File: src/verilog/urs_pkg.sv
// Purpose: shared constants for the serial port register block
// Assumes: 3-bit register address, 8-bit data, 16 receive-clock ticks per bit
// Notes: divisor latch overlays offsets 0 and 1 while the latch-access bit is set
package urs_pkg;
	// =====================================================
	// register offsets
	localparam logic [2:0] URS_ADDR_DATA = 3'h0; // rx read / tx write / divisor low
	localparam logic [2:0] URS_ADDR_IEN = 3'h1; // irq_enable_reg / divisor high
	localparam logic [2:0] URS_ADDR_IID = 3'h2; // irq_ident_reg
	localparam logic [2:0] URS_ADDR_LFMT = 3'h3; // line_format_reg
	localparam logic [2:0] URS_ADDR_MCTL = 3'h4; // modem_ctrl_reg
	localparam logic [2:0] URS_ADDR_LST = 3'h5; // line_state_reg
	localparam logic [2:0] URS_ADDR_MST = 3'h6; // modem_state_reg
	localparam logic [2:0] URS_ADDR_SCR = 3'h7; // scratch_byte
	// =====================================================
	// field positions
	localparam int URS_LF_PAR_EN = 3;
	localparam int URS_LF_EVEN = 4;
	localparam int URS_LF_STICK = 5;
	localparam int URS_LF_BREAK = 6;
	localparam int URS_LF_DLAB = 7;
	localparam int URS_MC_DTR = 0;
	localparam int URS_MC_RTS = 1;
	localparam int URS_MC_OUT_A = 2;
	localparam int URS_MC_OUT_B = 3;
	localparam int URS_MC_LOOP = 4;
	localparam int URS_IE_RX = 0;
	localparam int URS_IE_THRE = 1;
	localparam int URS_IE_LINE = 2;
	localparam int URS_IE_MODEM = 3;
	// =====================================================
	// reset values and identification codes
	localparam logic [7:0] URS_RST_ZERO = 8'h00;
	localparam logic [7:0] URS_IID_NONE = 8'h01;
	localparam logic [7:0] URS_IID_LINE = 8'h06;
	localparam logic [7:0] URS_IID_RXD = 8'h04;
	localparam logic [7:0] URS_IID_THRE = 8'h02;
	localparam logic [7:0] URS_IID_MODEM = 8'h00;
	localparam logic [15:0] URS_RST_DIV = 16'h0001;
	// =====================================================
	// timing counts in receive-clock ticks
	localparam logic [4:0] URS_TICKS_BIT = 5'h10;
	localparam logic [4:0] URS_TICKS_HALF = 5'h08;
	localparam logic [4:0] URS_TICKS_STOP15 = 5'h18;
	localparam logic [5:0] URS_TICKS_STOP2 = 6'h20;
	localparam logic [4:0] URS_TX_WAIT = 5'h10; // lands between 8 and 24 ticks
	localparam int URS_TX_MIN = 8;
	localparam int URS_TX_MAX = 24;
endpackage : urs_pkg

File: src/verilog/urs_uart.sv
// Purpose: serial port core with host register port, reset state and scratch byte
// Assumes: host strobes held at least 5 ref_clk cycles, address/data stable meanwhile
// Notes: strobe, select, serial and modem pins pass a 3-flop filter, addr and data_in do not; one receive-clock tick = divisor ref_clk cycles
// Summary of operation
// - eight-bit scratch byte reads back as written
// - reset clears interrupt enable, format, modem control
// - reset makes identification read 01 hex
// - reset clears line status bits 0-4, 7
// - reset sets line status bits 5 and 6
// - reset clears modem change bits 0-3
// - modem bits 4-7 follow inputs after reset
// - reset drives tx, user, rts, dtr high
// - rx interrupt two ref_clk cycles after stop sample
// - tx start 8-24 ticks after interrupt clear
// - modem change raises modem interrupt
// - modem status read drops modem interrupt
// - receive data read drops rx interrupt
// - holding register write drops empty interrupt
// - line status bit 5 means holding empty
// - modem bits 4-7 invert active-low inputs
`timescale 1ns/100ps
module urs_uart import urs_pkg::*; (
	// clock and reset
	input wire logic ref_clk,
	input wire logic arst_n,
	// host register port
	input wire logic cs_n,
	input wire logic addr_strobe_n,
	input wire logic host_read_strobe_n,
	input wire logic host_write_strobe_n,
	input wire logic [2:0] addr,
	input wire logic [7:0] data_in,
	output logic [7:0] data_out,
	output logic data_oe,
	output logic select_echo_out,
	output logic irq_out,
	// serial and modem pins
	input wire logic rx_in,
	input wire logic cts_n,
	input wire logic dsr_n,
	input wire logic ri_n,
	input wire logic cd_n,
	output logic tx_out,
	output logic rts_n,
	output logic dtr_n,
	output logic user_out_a_n,
	output logic user_out_b_n
);
	typedef enum logic [2:0] {TX_IDLE, TX_WAIT, TX_START, TX_DATA, TX_PAR, TX_STOP} urs_tx_t;
	typedef enum logic [2:0] {RX_IDLE, RX_START, RX_DATA, RX_PAR, RX_STOP} urs_rx_t;

	// parity bit for the current format, shared by both directions
	function automatic logic par_of(input logic [7:0] d, input logic [7:0] fmt);
		logic [7:0] m;
		m = 8'hFF >> (2'h3 - fmt[1:0]);
		if (fmt[URS_LF_STICK])
			par_of = ~fmt[URS_LF_EVEN];
		else
			par_of = (^(d & m)) ^ ~fmt[URS_LF_EVEN];
	endfunction : par_of

	// =====================================================
	// pin filters
	logic [8:0] raw, s1_r, s2_r, s3_r, filt_r, filt_q_r;
	assign raw = {addr_strobe_n, cd_n, ri_n, dsr_n, cts_n, rx_in, host_read_strobe_n, host_write_strobe_n, cs_n};
	// a bit changes only once the second and third stages agree
	always_ff @(posedge ref_clk or negedge arst_n) begin
		if (!arst_n) begin
			s1_r <= 9'h1FF;
			s2_r <= 9'h1FF;
			s3_r <= 9'h1FF;
			filt_r <= 9'h1FF;
			filt_q_r <= 9'h1FF;
		end else begin
			s1_r <= raw;
			s2_r <= s1_r;
			s3_r <= s2_r;
			filt_r <= (s2_r & s3_r) | (filt_r & (s2_r | s3_r));
			filt_q_r <= filt_r;
		end
	end
	logic sel, rd_go, rd_end, wr_go;
	assign sel = ~filt_r[0];
	assign rd_go = sel & filt_q_r[2] & ~filt_r[2];
	assign rd_end = ~filt_q_r[2] & filt_r[2];
	assign wr_go = sel & filt_q_r[1] & ~filt_r[1];

	// =====================================================
	// host registers
	logic [3:0] ien_r;
	logic [7:0] lfmt_r, scr_r, thr_r;
	logic [4:0] mctl_r;
	logic [15:0] div_r;
	logic thr_full_r, tx_load;
	logic [2:0] a;
	logic dlab, loop;
	assign a = addr;
	assign dlab = lfmt_r[URS_LF_DLAB];
	assign loop = mctl_r[URS_MC_LOOP];
	always_ff @(posedge ref_clk or negedge arst_n) begin
		if (!arst_n) begin
			ien_r <= URS_RST_ZERO[3:0];
			lfmt_r <= URS_RST_ZERO;
			mctl_r <= URS_RST_ZERO[4:0];
			scr_r <= URS_RST_ZERO;
			div_r <= URS_RST_DIV;
			thr_r <= URS_RST_ZERO;
		end else if (wr_go) begin
			if (a == URS_ADDR_DATA && dlab)
				div_r[7:0] <= data_in;
			else if (a == URS_ADDR_DATA)
				thr_r <= data_in;
			else if (a == URS_ADDR_IEN && dlab)
				div_r[15:8] <= data_in;
			else if (a == URS_ADDR_IEN)
				ien_r <= data_in[3:0];
			else if (a == URS_ADDR_LFMT)
				lfmt_r <= data_in;
			else if (a == URS_ADDR_MCTL)
				mctl_r <= data_in[4:0];
			else if (a == URS_ADDR_SCR)
				scr_r <= data_in; // no side effect anywhere
		end
	end
	logic thr_wr;
	assign thr_wr = wr_go && a == URS_ADDR_DATA && !dlab;

	// =====================================================
	// receive-clock tick from the divisor
	logic [15:0] bcnt_r;
	logic tick;
	assign tick = (bcnt_r == 16'h0001) || (div_r == 16'h0001); // a zero divisor is unsupported
	always_ff @(posedge ref_clk or negedge arst_n) begin
		if (!arst_n)
			bcnt_r <= URS_RST_DIV;
		else if (tick)
			bcnt_r <= div_r;
		else
			bcnt_r <= bcnt_r - 16'h0001;
	end

	// =====================================================
	// transmitter
	urs_tx_t tx_st_r;
	logic [7:0] tsr_r;
	logic [5:0] tx_cnt_r;
	logic [2:0] tx_bit_r;
	logic tx_line, tx_int;
	logic tx_par_r;
	assign tx_load = (tx_st_r == TX_IDLE) && thr_full_r;
	// holding register empties as soon as the shifter takes the byte
	always_ff @(posedge ref_clk or negedge arst_n) begin
		if (!arst_n)
			thr_full_r <= 1'b0; // reads as empty after reset
		else if (thr_wr)
			thr_full_r <= 1'b1;
		else if (tx_load)
			thr_full_r <= 1'b0;
	end
	always_comb begin
		case (tx_st_r)
			TX_START: tx_line = 1'b0;
			TX_DATA: tx_line = tsr_r[0];
			TX_PAR: tx_line = tx_par_r;
			default: tx_line = 1'b1;
		endcase
	end
	assign tx_int = lfmt_r[URS_LF_BREAK] ? 1'b0 : tx_line;
	// bit timer counts ticks; wait state spaces the start bit after the load
	always_ff @(posedge ref_clk or negedge arst_n) begin
		if (!arst_n) begin
			tx_st_r <= TX_IDLE;
			tsr_r <= URS_RST_ZERO;
			tx_cnt_r <= 6'h00;
			tx_bit_r <= 3'h0;
			tx_par_r <= 1'b0;
		end else begin
			case (tx_st_r)
				TX_IDLE: if (tx_load) begin
					tsr_r <= thr_r;
					// parity fixed at load: the holding register may refill mid-frame
					tx_par_r <= par_of(thr_r, lfmt_r);
					tx_cnt_r <= 6'h00;
					tx_st_r <= TX_WAIT;
				end
				default: if (tick) begin
					tx_cnt_r <= tx_cnt_r + 6'h01;
					if (tx_st_r == TX_WAIT && tx_cnt_r == {1'b0, URS_TX_WAIT - 5'h01}) begin
						tx_st_r <= TX_START;
						tx_cnt_r <= 6'h00;
					end else if (tx_st_r == TX_START && tx_cnt_r == {1'b0, URS_TICKS_BIT - 5'h01}) begin
						tx_st_r <= TX_DATA;
						tx_cnt_r <= 6'h00;
						tx_bit_r <= 3'h0;
					end else if (tx_st_r == TX_DATA && tx_cnt_r == {1'b0, URS_TICKS_BIT - 5'h01}) begin
						tx_cnt_r <= 6'h00;
						tx_bit_r <= tx_bit_r + 3'h1;
						tsr_r <= {1'b0, tsr_r[7:1]};
						if (tx_bit_r == {1'b1, lfmt_r[1:0]})
							tx_st_r <= lfmt_r[URS_LF_PAR_EN] ? TX_PAR : TX_STOP;
					end else if (tx_st_r == TX_PAR && tx_cnt_r == {1'b0, URS_TICKS_BIT - 5'h01}) begin
						tx_cnt_r <= 6'h00;
						tx_st_r <= TX_STOP;
					end else if (tx_st_r == TX_STOP && (tx_cnt_r == {1'b0, URS_TICKS_BIT - 5'h01} && !lfmt_r[2]
						|| tx_cnt_r == {1'b0, URS_TICKS_STOP15 - 5'h01} && lfmt_r[1:0] == 2'h0 && lfmt_r[2]
						|| tx_cnt_r == URS_TICKS_STOP2 - 6'h01)) begin
						tx_st_r <= TX_IDLE;
					end
				end
			endcase
		end
	end

	// =====================================================
	// receiver; loopback takes the transmitter's line
	urs_rx_t rx_st_r;
	logic [7:0] rsh_r, rbr_r;
	logic [4:0] rx_cnt_r;
	logic [2:0] rx_bit_r;
	logic rx_line, rx_perr_r, rx_stop_ev;
	logic dr_r, oe_r, pe_r, fe_r, bi_r;
	assign rx_line = loop ? tx_int : filt_r[3];
	assign rx_stop_ev = tick && rx_st_r == RX_STOP && rx_cnt_r == URS_TICKS_BIT - 5'h01;
	always_ff @(posedge ref_clk or negedge arst_n) begin
		if (!arst_n) begin
			rx_st_r <= RX_IDLE;
			rsh_r <= URS_RST_ZERO;
			rx_cnt_r <= 5'h00;
			rx_bit_r <= 3'h0;
			rx_perr_r <= 1'b0;
		end else if (tick) begin
			rx_cnt_r <= rx_cnt_r + 5'h01;
			case (rx_st_r)
				RX_IDLE: begin
					rx_cnt_r <= 5'h00;
					if (!rx_line)
						rx_st_r <= RX_START;
				end
				RX_START: if (rx_cnt_r == URS_TICKS_HALF - 5'h01) begin
					// re-align to mid-bit; a glitch returns to idle
					rx_cnt_r <= 5'h00;
					rx_bit_r <= 3'h0;
					rsh_r <= URS_RST_ZERO;
					rx_st_r <= rx_line ? RX_IDLE : RX_DATA;
				end
				RX_DATA: if (rx_cnt_r == URS_TICKS_BIT - 5'h01) begin
					rx_cnt_r <= 5'h00;
					rx_bit_r <= rx_bit_r + 3'h1;
					rsh_r <= {rx_line, rsh_r[7:1]};
					if (rx_bit_r == {1'b1, lfmt_r[1:0]})
						rx_st_r <= lfmt_r[URS_LF_PAR_EN] ? RX_PAR : RX_STOP;
				end
				RX_PAR: if (rx_cnt_r == URS_TICKS_BIT - 5'h01) begin
					rx_cnt_r <= 5'h00;
					rsh_r <= rsh_r >> (2'h3 - lfmt_r[1:0]);
					rx_perr_r <= rx_line ^ par_of(rsh_r >> (2'h3 - lfmt_r[1:0]), lfmt_r);
					rx_st_r <= RX_STOP;
				end
				default: if (rx_cnt_r == URS_TICKS_BIT - 5'h01) begin
					rx_perr_r <= 1'b0;
					rx_st_r <= RX_IDLE;
				end
			endcase
		end
	end
	logic [7:0] rx_word;
	assign rx_word = lfmt_r[URS_LF_PAR_EN] ? rsh_r : rsh_r >> (2'h3 - lfmt_r[1:0]);

	// =====================================================
	// status, read data and read side effects
	logic [3:0] lvl, lvl_q_r, dlt_r, dlt_set;
	logic lvl_vld_r, thre_ip_r;
	logic [3:0] arm_r;
	logic [7:0] lst, mst, iid, rd_val;
	assign lst = {1'b0, ~thr_full_r & (tx_st_r == TX_IDLE), ~thr_full_r, bi_r, fe_r, pe_r, oe_r, dr_r};
	// loopback maps cd/ri/dsr/cts onto out_b/out_a/dtr/rts
	assign lvl = loop ? {mctl_r[URS_MC_OUT_B], mctl_r[URS_MC_OUT_A], mctl_r[URS_MC_DTR], mctl_r[URS_MC_RTS]}
		: ~filt_r[7:4];
	assign mst = {lvl, dlt_r};
	assign dlt_set = lvl_vld_r ? {lvl[3] ^ lvl_q_r[3], lvl_q_r[2] & ~lvl[2], lvl[1:0] ^ lvl_q_r[1:0]} : 4'h0;
	// fixed priority: line errors, data, holding empty, modem
	always_comb begin
		if (ien_r[URS_IE_LINE] && |lst[4:1])
			iid = URS_IID_LINE;
		else if (ien_r[URS_IE_RX] && dr_r)
			iid = URS_IID_RXD;
		else if (ien_r[URS_IE_THRE] && thre_ip_r)
			iid = URS_IID_THRE;
		else if (ien_r[URS_IE_MODEM] && |dlt_r)
			iid = URS_IID_MODEM;
		else
			iid = URS_IID_NONE;
	end
	always_comb begin
		if (a == URS_ADDR_DATA && dlab)
			rd_val = div_r[7:0];
		else if (a == URS_ADDR_DATA)
			rd_val = rbr_r;
		else if (a == URS_ADDR_IEN && dlab)
			rd_val = div_r[15:8];
		else if (a == URS_ADDR_IEN)
			rd_val = {4'h0, ien_r};
		else if (a == URS_ADDR_IID)
			rd_val = iid;
		else if (a == URS_ADDR_LFMT)
			rd_val = lfmt_r;
		else if (a == URS_ADDR_MCTL)
			rd_val = {3'h0, mctl_r};
		else if (a == URS_ADDR_LST)
			rd_val = lst;
		else if (a == URS_ADDR_MST)
			rd_val = mst;
		else
			rd_val = scr_r;
	end
	logic rd_rbr, rd_lst, rd_mst, rd_iid;
	assign rd_rbr = rd_go && a == URS_ADDR_DATA && !dlab;
	assign rd_lst = rd_go && a == URS_ADDR_LST;
	assign rd_mst = rd_go && a == URS_ADDR_MST;
	assign rd_iid = rd_go && a == URS_ADDR_IID;
	// receive flags: a stop-bit event wins over a status read; a data read in that cycle clears ready only if ready was already set
	always_ff @(posedge ref_clk or negedge arst_n) begin
		if (!arst_n) begin
			dr_r <= 1'b0;
			{oe_r, pe_r, fe_r, bi_r} <= 4'h0;
			rbr_r <= URS_RST_ZERO;
		end else begin
			if (rx_stop_ev && !dr_r) begin
				rbr_r <= rx_word;
				dr_r <= 1'b1;
			end else if (rd_rbr)
				dr_r <= 1'b0;
			if (rx_stop_ev)
				{oe_r, pe_r, fe_r, bi_r} <= {dr_r | oe_r, rx_perr_r | pe_r, ~rx_line | fe_r,
					(rsh_r == 8'h00 && !rx_line) | bi_r};
			else if (rd_lst)
				{oe_r, pe_r, fe_r, bi_r} <= 4'h0;
		end
	end
	// modem change bits and holding-empty pending flag
	always_ff @(posedge ref_clk or negedge arst_n) begin
		if (!arst_n) begin
			dlt_r <= 4'h0;
			lvl_q_r <= 4'h0;
			lvl_vld_r <= 1'b0;
			arm_r <= 4'h0;
			thre_ip_r <= 1'b0;
		end else begin
			lvl_q_r <= lvl;
			// filters restart at idle; arm only once they have caught up with the pins
			// so active modem inputs at release raise no change (a real change then is lost)
			arm_r <= {arm_r[2:0], 1'b1};
			lvl_vld_r <= arm_r[3];
			dlt_r <= (rd_mst ? 4'h0 : dlt_r) | dlt_set;
			if (tx_load)
				thre_ip_r <= 1'b1;
			else if (thr_wr || (rd_iid && iid == URS_IID_THRE))
				thre_ip_r <= 1'b0;
		end
	end

	// =====================================================
	// registered outputs
	always_ff @(posedge ref_clk or negedge arst_n) begin
		if (!arst_n) begin
			tx_out <= 1'b1;
			rts_n <= 1'b1;
			dtr_n <= 1'b1;
			user_out_a_n <= 1'b1;
			user_out_b_n <= 1'b1;
			irq_out <= 1'b0;
			select_echo_out <= 1'b0;
			data_out <= URS_RST_ZERO;
			data_oe <= 1'b0;
		end else begin
			// loopback parks every line output at idle
			tx_out <= loop | tx_int;
			rts_n <= loop | ~mctl_r[URS_MC_RTS];
			dtr_n <= loop | ~mctl_r[URS_MC_DTR];
			user_out_a_n <= loop | ~mctl_r[URS_MC_OUT_A];
			user_out_b_n <= loop | ~mctl_r[URS_MC_OUT_B];
			irq_out <= ~iid[0];
			select_echo_out <= sel;
			if (rd_go) begin
				data_out <= rd_val;
				data_oe <= 1'b1;
			end else if (rd_end)
				data_oe <= 1'b0;
		end
	end

	logic [5:0] tw_r;
	always_ff @(posedge ref_clk or negedge arst_n) begin
		if (!arst_n)
			tw_r <= 6'h00;
		else if (tx_load)
			tw_r <= 6'h00;
		else if (tick && tx_st_r == TX_WAIT)
			tw_r <= tw_r + 6'h01;
	end
endmodule : urs_uart

File: config.mk
export PLATFORM = sky130hd
export DESIGN_NAME = urs_uart
export DESIGN_NICKNAME = d
export VERILOG_FILES = /design/src/verilog/urs_pkg.sv /design/src/verilog/urs_uart.sv
export SDC_FILE = /design/constraint.sdc
export NUM_CORES = 1
export LEC_CHECK = 0
export BUFFER_PORTS_ARGS = -buffer_cell sky130_fd_sc_hd__buf_4
export CORE_MARGIN = 2
export CORE_UTILIZATION = 30
export DETAILED_ROUTE_END_ITERATION = 7
export HOLD_SLACK_MARGIN = 0.15
export PLACE_DENSITY = 0.43
export SLEW_MARGIN = 5
export SYNTH_ARGS = -nofsm -noshare
export SYNTH_HDL_FRONTEND = slang
export SYNTH_SLANG_ARGS = --single-unit
File: constraint.sdc
create_clock -name ref_clk -period 2.1 [get_ports ref_clk]
set_input_delay 0.42 -clock ref_clk [delete_from_list [all_inputs] [get_ports ref_clk]]
set_output_delay 0.42 -clock ref_clk [all_outputs]
set_load 0.01 [all_outputs]
After elaboration in Yosys (flattened, before gate mapping)

Index checks and enable logic that the tools add are counted.
Widths: inputs -> output; s select.

Input port bits: 22
Flip-flop bits (word level): 189
Output and inout bits: 16

Mux-type cells: 86
Add/sub/neg operators: 6
Shifts and indexed selects: 2
Reduce and logical (&&, ||, !) cells: 74
Bitwise operators: 51
Equal/unequal tests: 35

Operator list:

| cell                  | count |
|---|---|
| $mux 8                | 19 |
| $mux 3                | 22 |
| $mux 6                | 7 |
| $eq 16x1->1 const B   | 2 |
| $logic_and 1x1->1     | 27 |
| $mux 1                | 24 |
| $pmux 8 s3            | 1 |
| $not 1->1             | 22 |
| $eq 3x3->1 const B    | 7 |
| $and 9x9->9           | 2 |
| $eq 3x2->1 const B    | 6 |
| $or 9x9->9            | 2 |
| $reduce_bool 2->1     | 9 |
| $and 8x8->8           | 2 |
| $mux 16               | 1 |
| $reduce_and 4->1      | 4 |
| $reduce_xor 8->1      | 2 |
| $sub 16x1->16 const B | 1 |
| $pmux 5 s3            | 1 |
| $reduce_and 5->1      | 3 |
| $reduce_and 7->1      | 2 |
| $eq 6x5->1 const B    | 2 |
| $mux 4                | 3 |
| $ne 2x2->1 const B    | 6 |
| 40 further kinds      | 77 |

Depth between registers and ports, before layout

Depth in word-level cells: 13
Mapped depth: 11
Depth with buffers taken out: 9

Worst setup path after synthesis

OpenSTA, ideal clock, no wires.

Path type: register to register
Start point: register bcnt_r[0]
End point: register rbr_r[0]
Path buffers: 1
Arrival time: 2.233 ns
Cell stages (with the launch flop): 9
Data required time: 1.975 ns
Library setup time: 0.125 ns
Period minus slack after synthesis: 2.358 ns
Path slack: -0.258 ns
Path through: dfstp_2 ha_1 nor4b_1 nand4_1 and2_1 buf_6 or3_4 nor2_8 mux2_4

Longest elaborated chain between the ends: 5

Ends and longest elaborated chain:

| what                           | line            | text |
|---|---|---|
| start, declared                | urs_uart.sv:130 | `logic [15:0] bcnt_r;` |
| start signal, assigned         | urs_uart.sv:137 | `bcnt_r <= div_r;` |
| start signal, assigned         | urs_uart.sv:139 | `bcnt_r <= bcnt_r - 16'h0001;` |
| $eq 16x1->1                    | urs_uart.sv:132 | `assign tick = (bcnt_r == 16'h0001) \|\| (div_r == 16'h0001);` |
| $logic_or 1x1->1               | urs_uart.sv:132 |  |
| $logic_and 1x1->1 (2 in a row) | urs_uart.sv:223 | `assign rx_stop_ev = tick && rx_st_r == RX_STOP && rx_cnt_r == URS_TICKS_BIT - 5'h01;` |
| $logic_and 1x1->1              | urs_uart.sv:328 | `if (rx_stop_ev && !dr_r) begin` |
| end signal, assigned           | urs_uart.sv:329 | `rbr_r <= rx_word;` |
| end, declared                  | urs_uart.sv:217 | `logic [7:0] rsh_r, rbr_r;` |

Every way passes these cells.
A chain may end at the register's enable or synchronous reset.

Worst setup path in the final report

Start point: register bcnt_r[0]
End point: register rbr_r[2]

The elaborated chain is that of the path after synthesis.

==> metrics.txt <==
io pins 38; Slew @ Worst Pin 0.6002 ns; initial antenna violation count 1; Final Max Slew Viols 0; Final min period between 2 and 2.5 ns; post-route ant nets 0; drc violations 0; CTS H-tree lvls 4; CP required ~2.4 ns; count of different cell masters after synthesis 67; Via-to-Cell Ratio 4.858; clock sink count 184; violated checks setup timing; HPWL after DPL 16,970 um; most frequent cells in the layout dfrtp_1, buf_4, nand2_1; Worst Hold End thr_r[4]; Synth Warn # 0; commonest non-fill, non-tap cell in the layout dfrtp_1; DR vias ~6,600; DP Area 10,370 um2; Initial DRC Count 337; vias in the first global route 6,624; CP startpoint kind flip-flop; crit path DAT 2.65 ns; Hold Vio Cnt, Final 0; critical path class flip-flop to flip-flop; worst hold start data_in[4]; pre-CTS setup slack -0.3311 ns; share of post-route cells with drive strength above 1 37.88%; crit end category flip-flop; EDFF count, synth 0; R2R depth 7; RSZ-0062 raised after global routing yes; status finished, violations left; sequential element share of the synthesized area a little over half; syn avg cell area between 10 and 15 um2; hold depth 2; CTS tree done; Initial Utilization 30.24%; min setup slack post-route -0.2337 ns; n_diodes 0; max_slew headroom 59.99%; total CTS buffers 17; Clock transition at path regs roughly 0.080 ns; P&R area growth vs syn 30.62%; all-layer global routing usage 16.00%; PwrDens 940.0 nW/um2; Max Fanout on Critical Path 5; leakage 0.004953 uW; Longest Clk Path Bufs 2; total grt overflow 0; Max Cap Viol 0; first-pass GRT wire length roughly 38,000 um; post-route design area 11,610 um2; RR Startpoint bcnt_r[0]; cell row count 63; FF-to-FF End rbr_r[2]; asr flop ratio synth 100.0%; top_reg_cell synth dfrtp_1; Total Nets Final 978; Cells after Synth 808; Yosys reg bits around 180; largest net degree at the start of global routing 52; worst vdd ir 0.5637 mV; Max Freq around 0.43 GHz; Tcrit/Tclk final 111.1%; Synthesized Nets roughly 840; Clock Skew roughly 0.013 ns; Min-Delay Path Class input port to flip-flop; Die Ht approximately 180 um; total power 10,920 uW; drt first pass iters 4; core area roughly 29,000 um2; GP Congestion approximately 0.82; # fillers a little under 3,000; R2R Setup Slk -0.23 ns; Synth Cell Area approximately 9000 um2; Total Neg Setup Slack -5.205 ns; CTS Root Cell clkbuf_16; port bufs 36; die width 176.2 um; Setup-failing EPs final 43; Clk Latency, worst-skew pair 0.44 ns; die area 31,030 um2; WL final 24,020 um; wire per inst 17.78 um
[report_power, final]
part	internal, uW	leakage [uW]	switching (uW)
sequential	4180	0.00227	532
combinational	1420	0.00238	1390
clock	1660	0.000300	1740
[worst max-delay path by stage]
stage / startpoint / to / slack (ns) / depth (start not counted)
after detailed placement: bcnt_r[0] / rx_perr_r / -0.33 / 8
after CTS: bcnt_r[0] / rbr_r[7] / -0.22 / 7
final: bcnt_r[0] / rbr_r[2] / -0.23 / 7
after global routing: bcnt_r[0] / rbr_r[7] / -0.29 / 7
after global placement: bcnt_r[0] / rx_perr_r / -0.25 / 8
after floorplan: bcnt_r[0] / rbr_r[0] / -0.18 / 8
[synth_stat cells (all sizes together), types with 5 or more instances]
| cell | number | area share [%] |
|---|---|---|
| o21ai | 64 | 3.6 |
| nor4 | 14 | 1.2 |
| xor2 | 9 | 0.89 |
| nor3b | 5 | 0.42 |
| dfstp | 41 | 12 |
| nand4 | 5 | 0.35 |
| nor2b | 5 | 0.35 |
| nor3 | 18 | 1.0 |
| a22o | 10 | 0.99 |
| mux2i | 31 | 3.5 |
| ha | 8 | 1.1 |
| mux4 | 5 | 1.3 |
| o31ai | 9 | 0.76 |
| nor2 | 34 | 1.6 |
| clkbuf | 31 | 1.3 |
| nand3 | 22 | 1.2 |
| nand3b | 5 | 0.42 |
| a21o | 9 | 0.76 |
| o21a | 5 | 0.42 |
| maj3 | 8 | 0.90 |
| or3 | 7 | 0.55 |
| a31oi | 5 | 0.35 |
| xnor2 | 25 | 2.5 |
| inv | 25 | 1.1 |
| dfrtp | 143 | 40 |
| nand2b | 12 | 0.84 |
| mux2 | 66 | 8.7 |
| buf | 13 | 0.76 |
| nand2 | 87 | 3.7 |
| a21oi | 31 | 1.7 |
[through the flow]
step                      hold WS [ns]  std cells  utilization, %
after floorplan                 0.1244        808               -
after global placement          0.3319       1302           35.27
after detailed placement        0.3364       1302           35.27
after CTS                       0.2938       1348           38.56
after global routing            0.3009       1351           39.50
final                           0.3027       1351           39.50
[critical path, stage by stage, from the launching register on]
cell and delay [ns]:
dfstp_2 0.56, ha_4 0.13, nor4b_4 0.17, nand4_1 0.23, and2_4 0.23, or3_4 0.39
nor2_8 0.20, mux2_4 0.32
[kinds of logic after synthesis]
kind of cell             after synthesis  share of synthesized area (%)
adder cells (fa/ha/maj)               16                          2.027
AO/OA/AOI/OAI                        171                          12.30
buffers and inverters                 69                          3.124
multiplexers                         102                          13.45
other                                  1                        0.04218
flip-flops                           184                          52.36
XOR/XNOR                              35                          3.603
AND/OR/NAND/NOR                      230                          13.09
[metal layers]
metal	global-route usage (%)	up-vias	share of wire (%)
met4	4.373	0	1.5
met1	23.34	3289	50
met2	24.85	78	46
met3	2.196	20	2.4
met5	0	-	0
li1	-	3176	-
[cell type report]
type | count | area (um2) | share of cell area (%)
Inverter | 25 | 93.84 | 0.8080
Multi-Input combinational cell | 556 | 4345 | 37.42
Clock buffer | 17 | 425.4 | 3.663
Clock inverter | 15 | 205.2 | 1.767
Timing Repair Buffer | 164 | 1400 | 12.06
Tap cell | 390 | 488.0 | 4.202
Sequential cell | 184 | 4656 | 40.09
[state kept, by name, indices dropped and copies added (netlist names), 6 cells and up]
signal and flops:
bcnt_r 16, div_r 16, data_out 8, filt_r 8, lfmt_r 8, rbr_r 8, rsh_r 8, s1_r 8
s2_r 8, s3_r 8, scr_r 8, thr_r 8, tsr_r 8, tx_cnt_r 6
[what timing repair did]
action,CTS,global route
pin swaps,15,22
cloned,2,0
endpoints found under the setup margin,49,65
resized for setup,43,75
hold endpoints to repair,52,0
buffers inserted,5,5
hold buffers,9,0
Power figures use the tool's default switching activity.
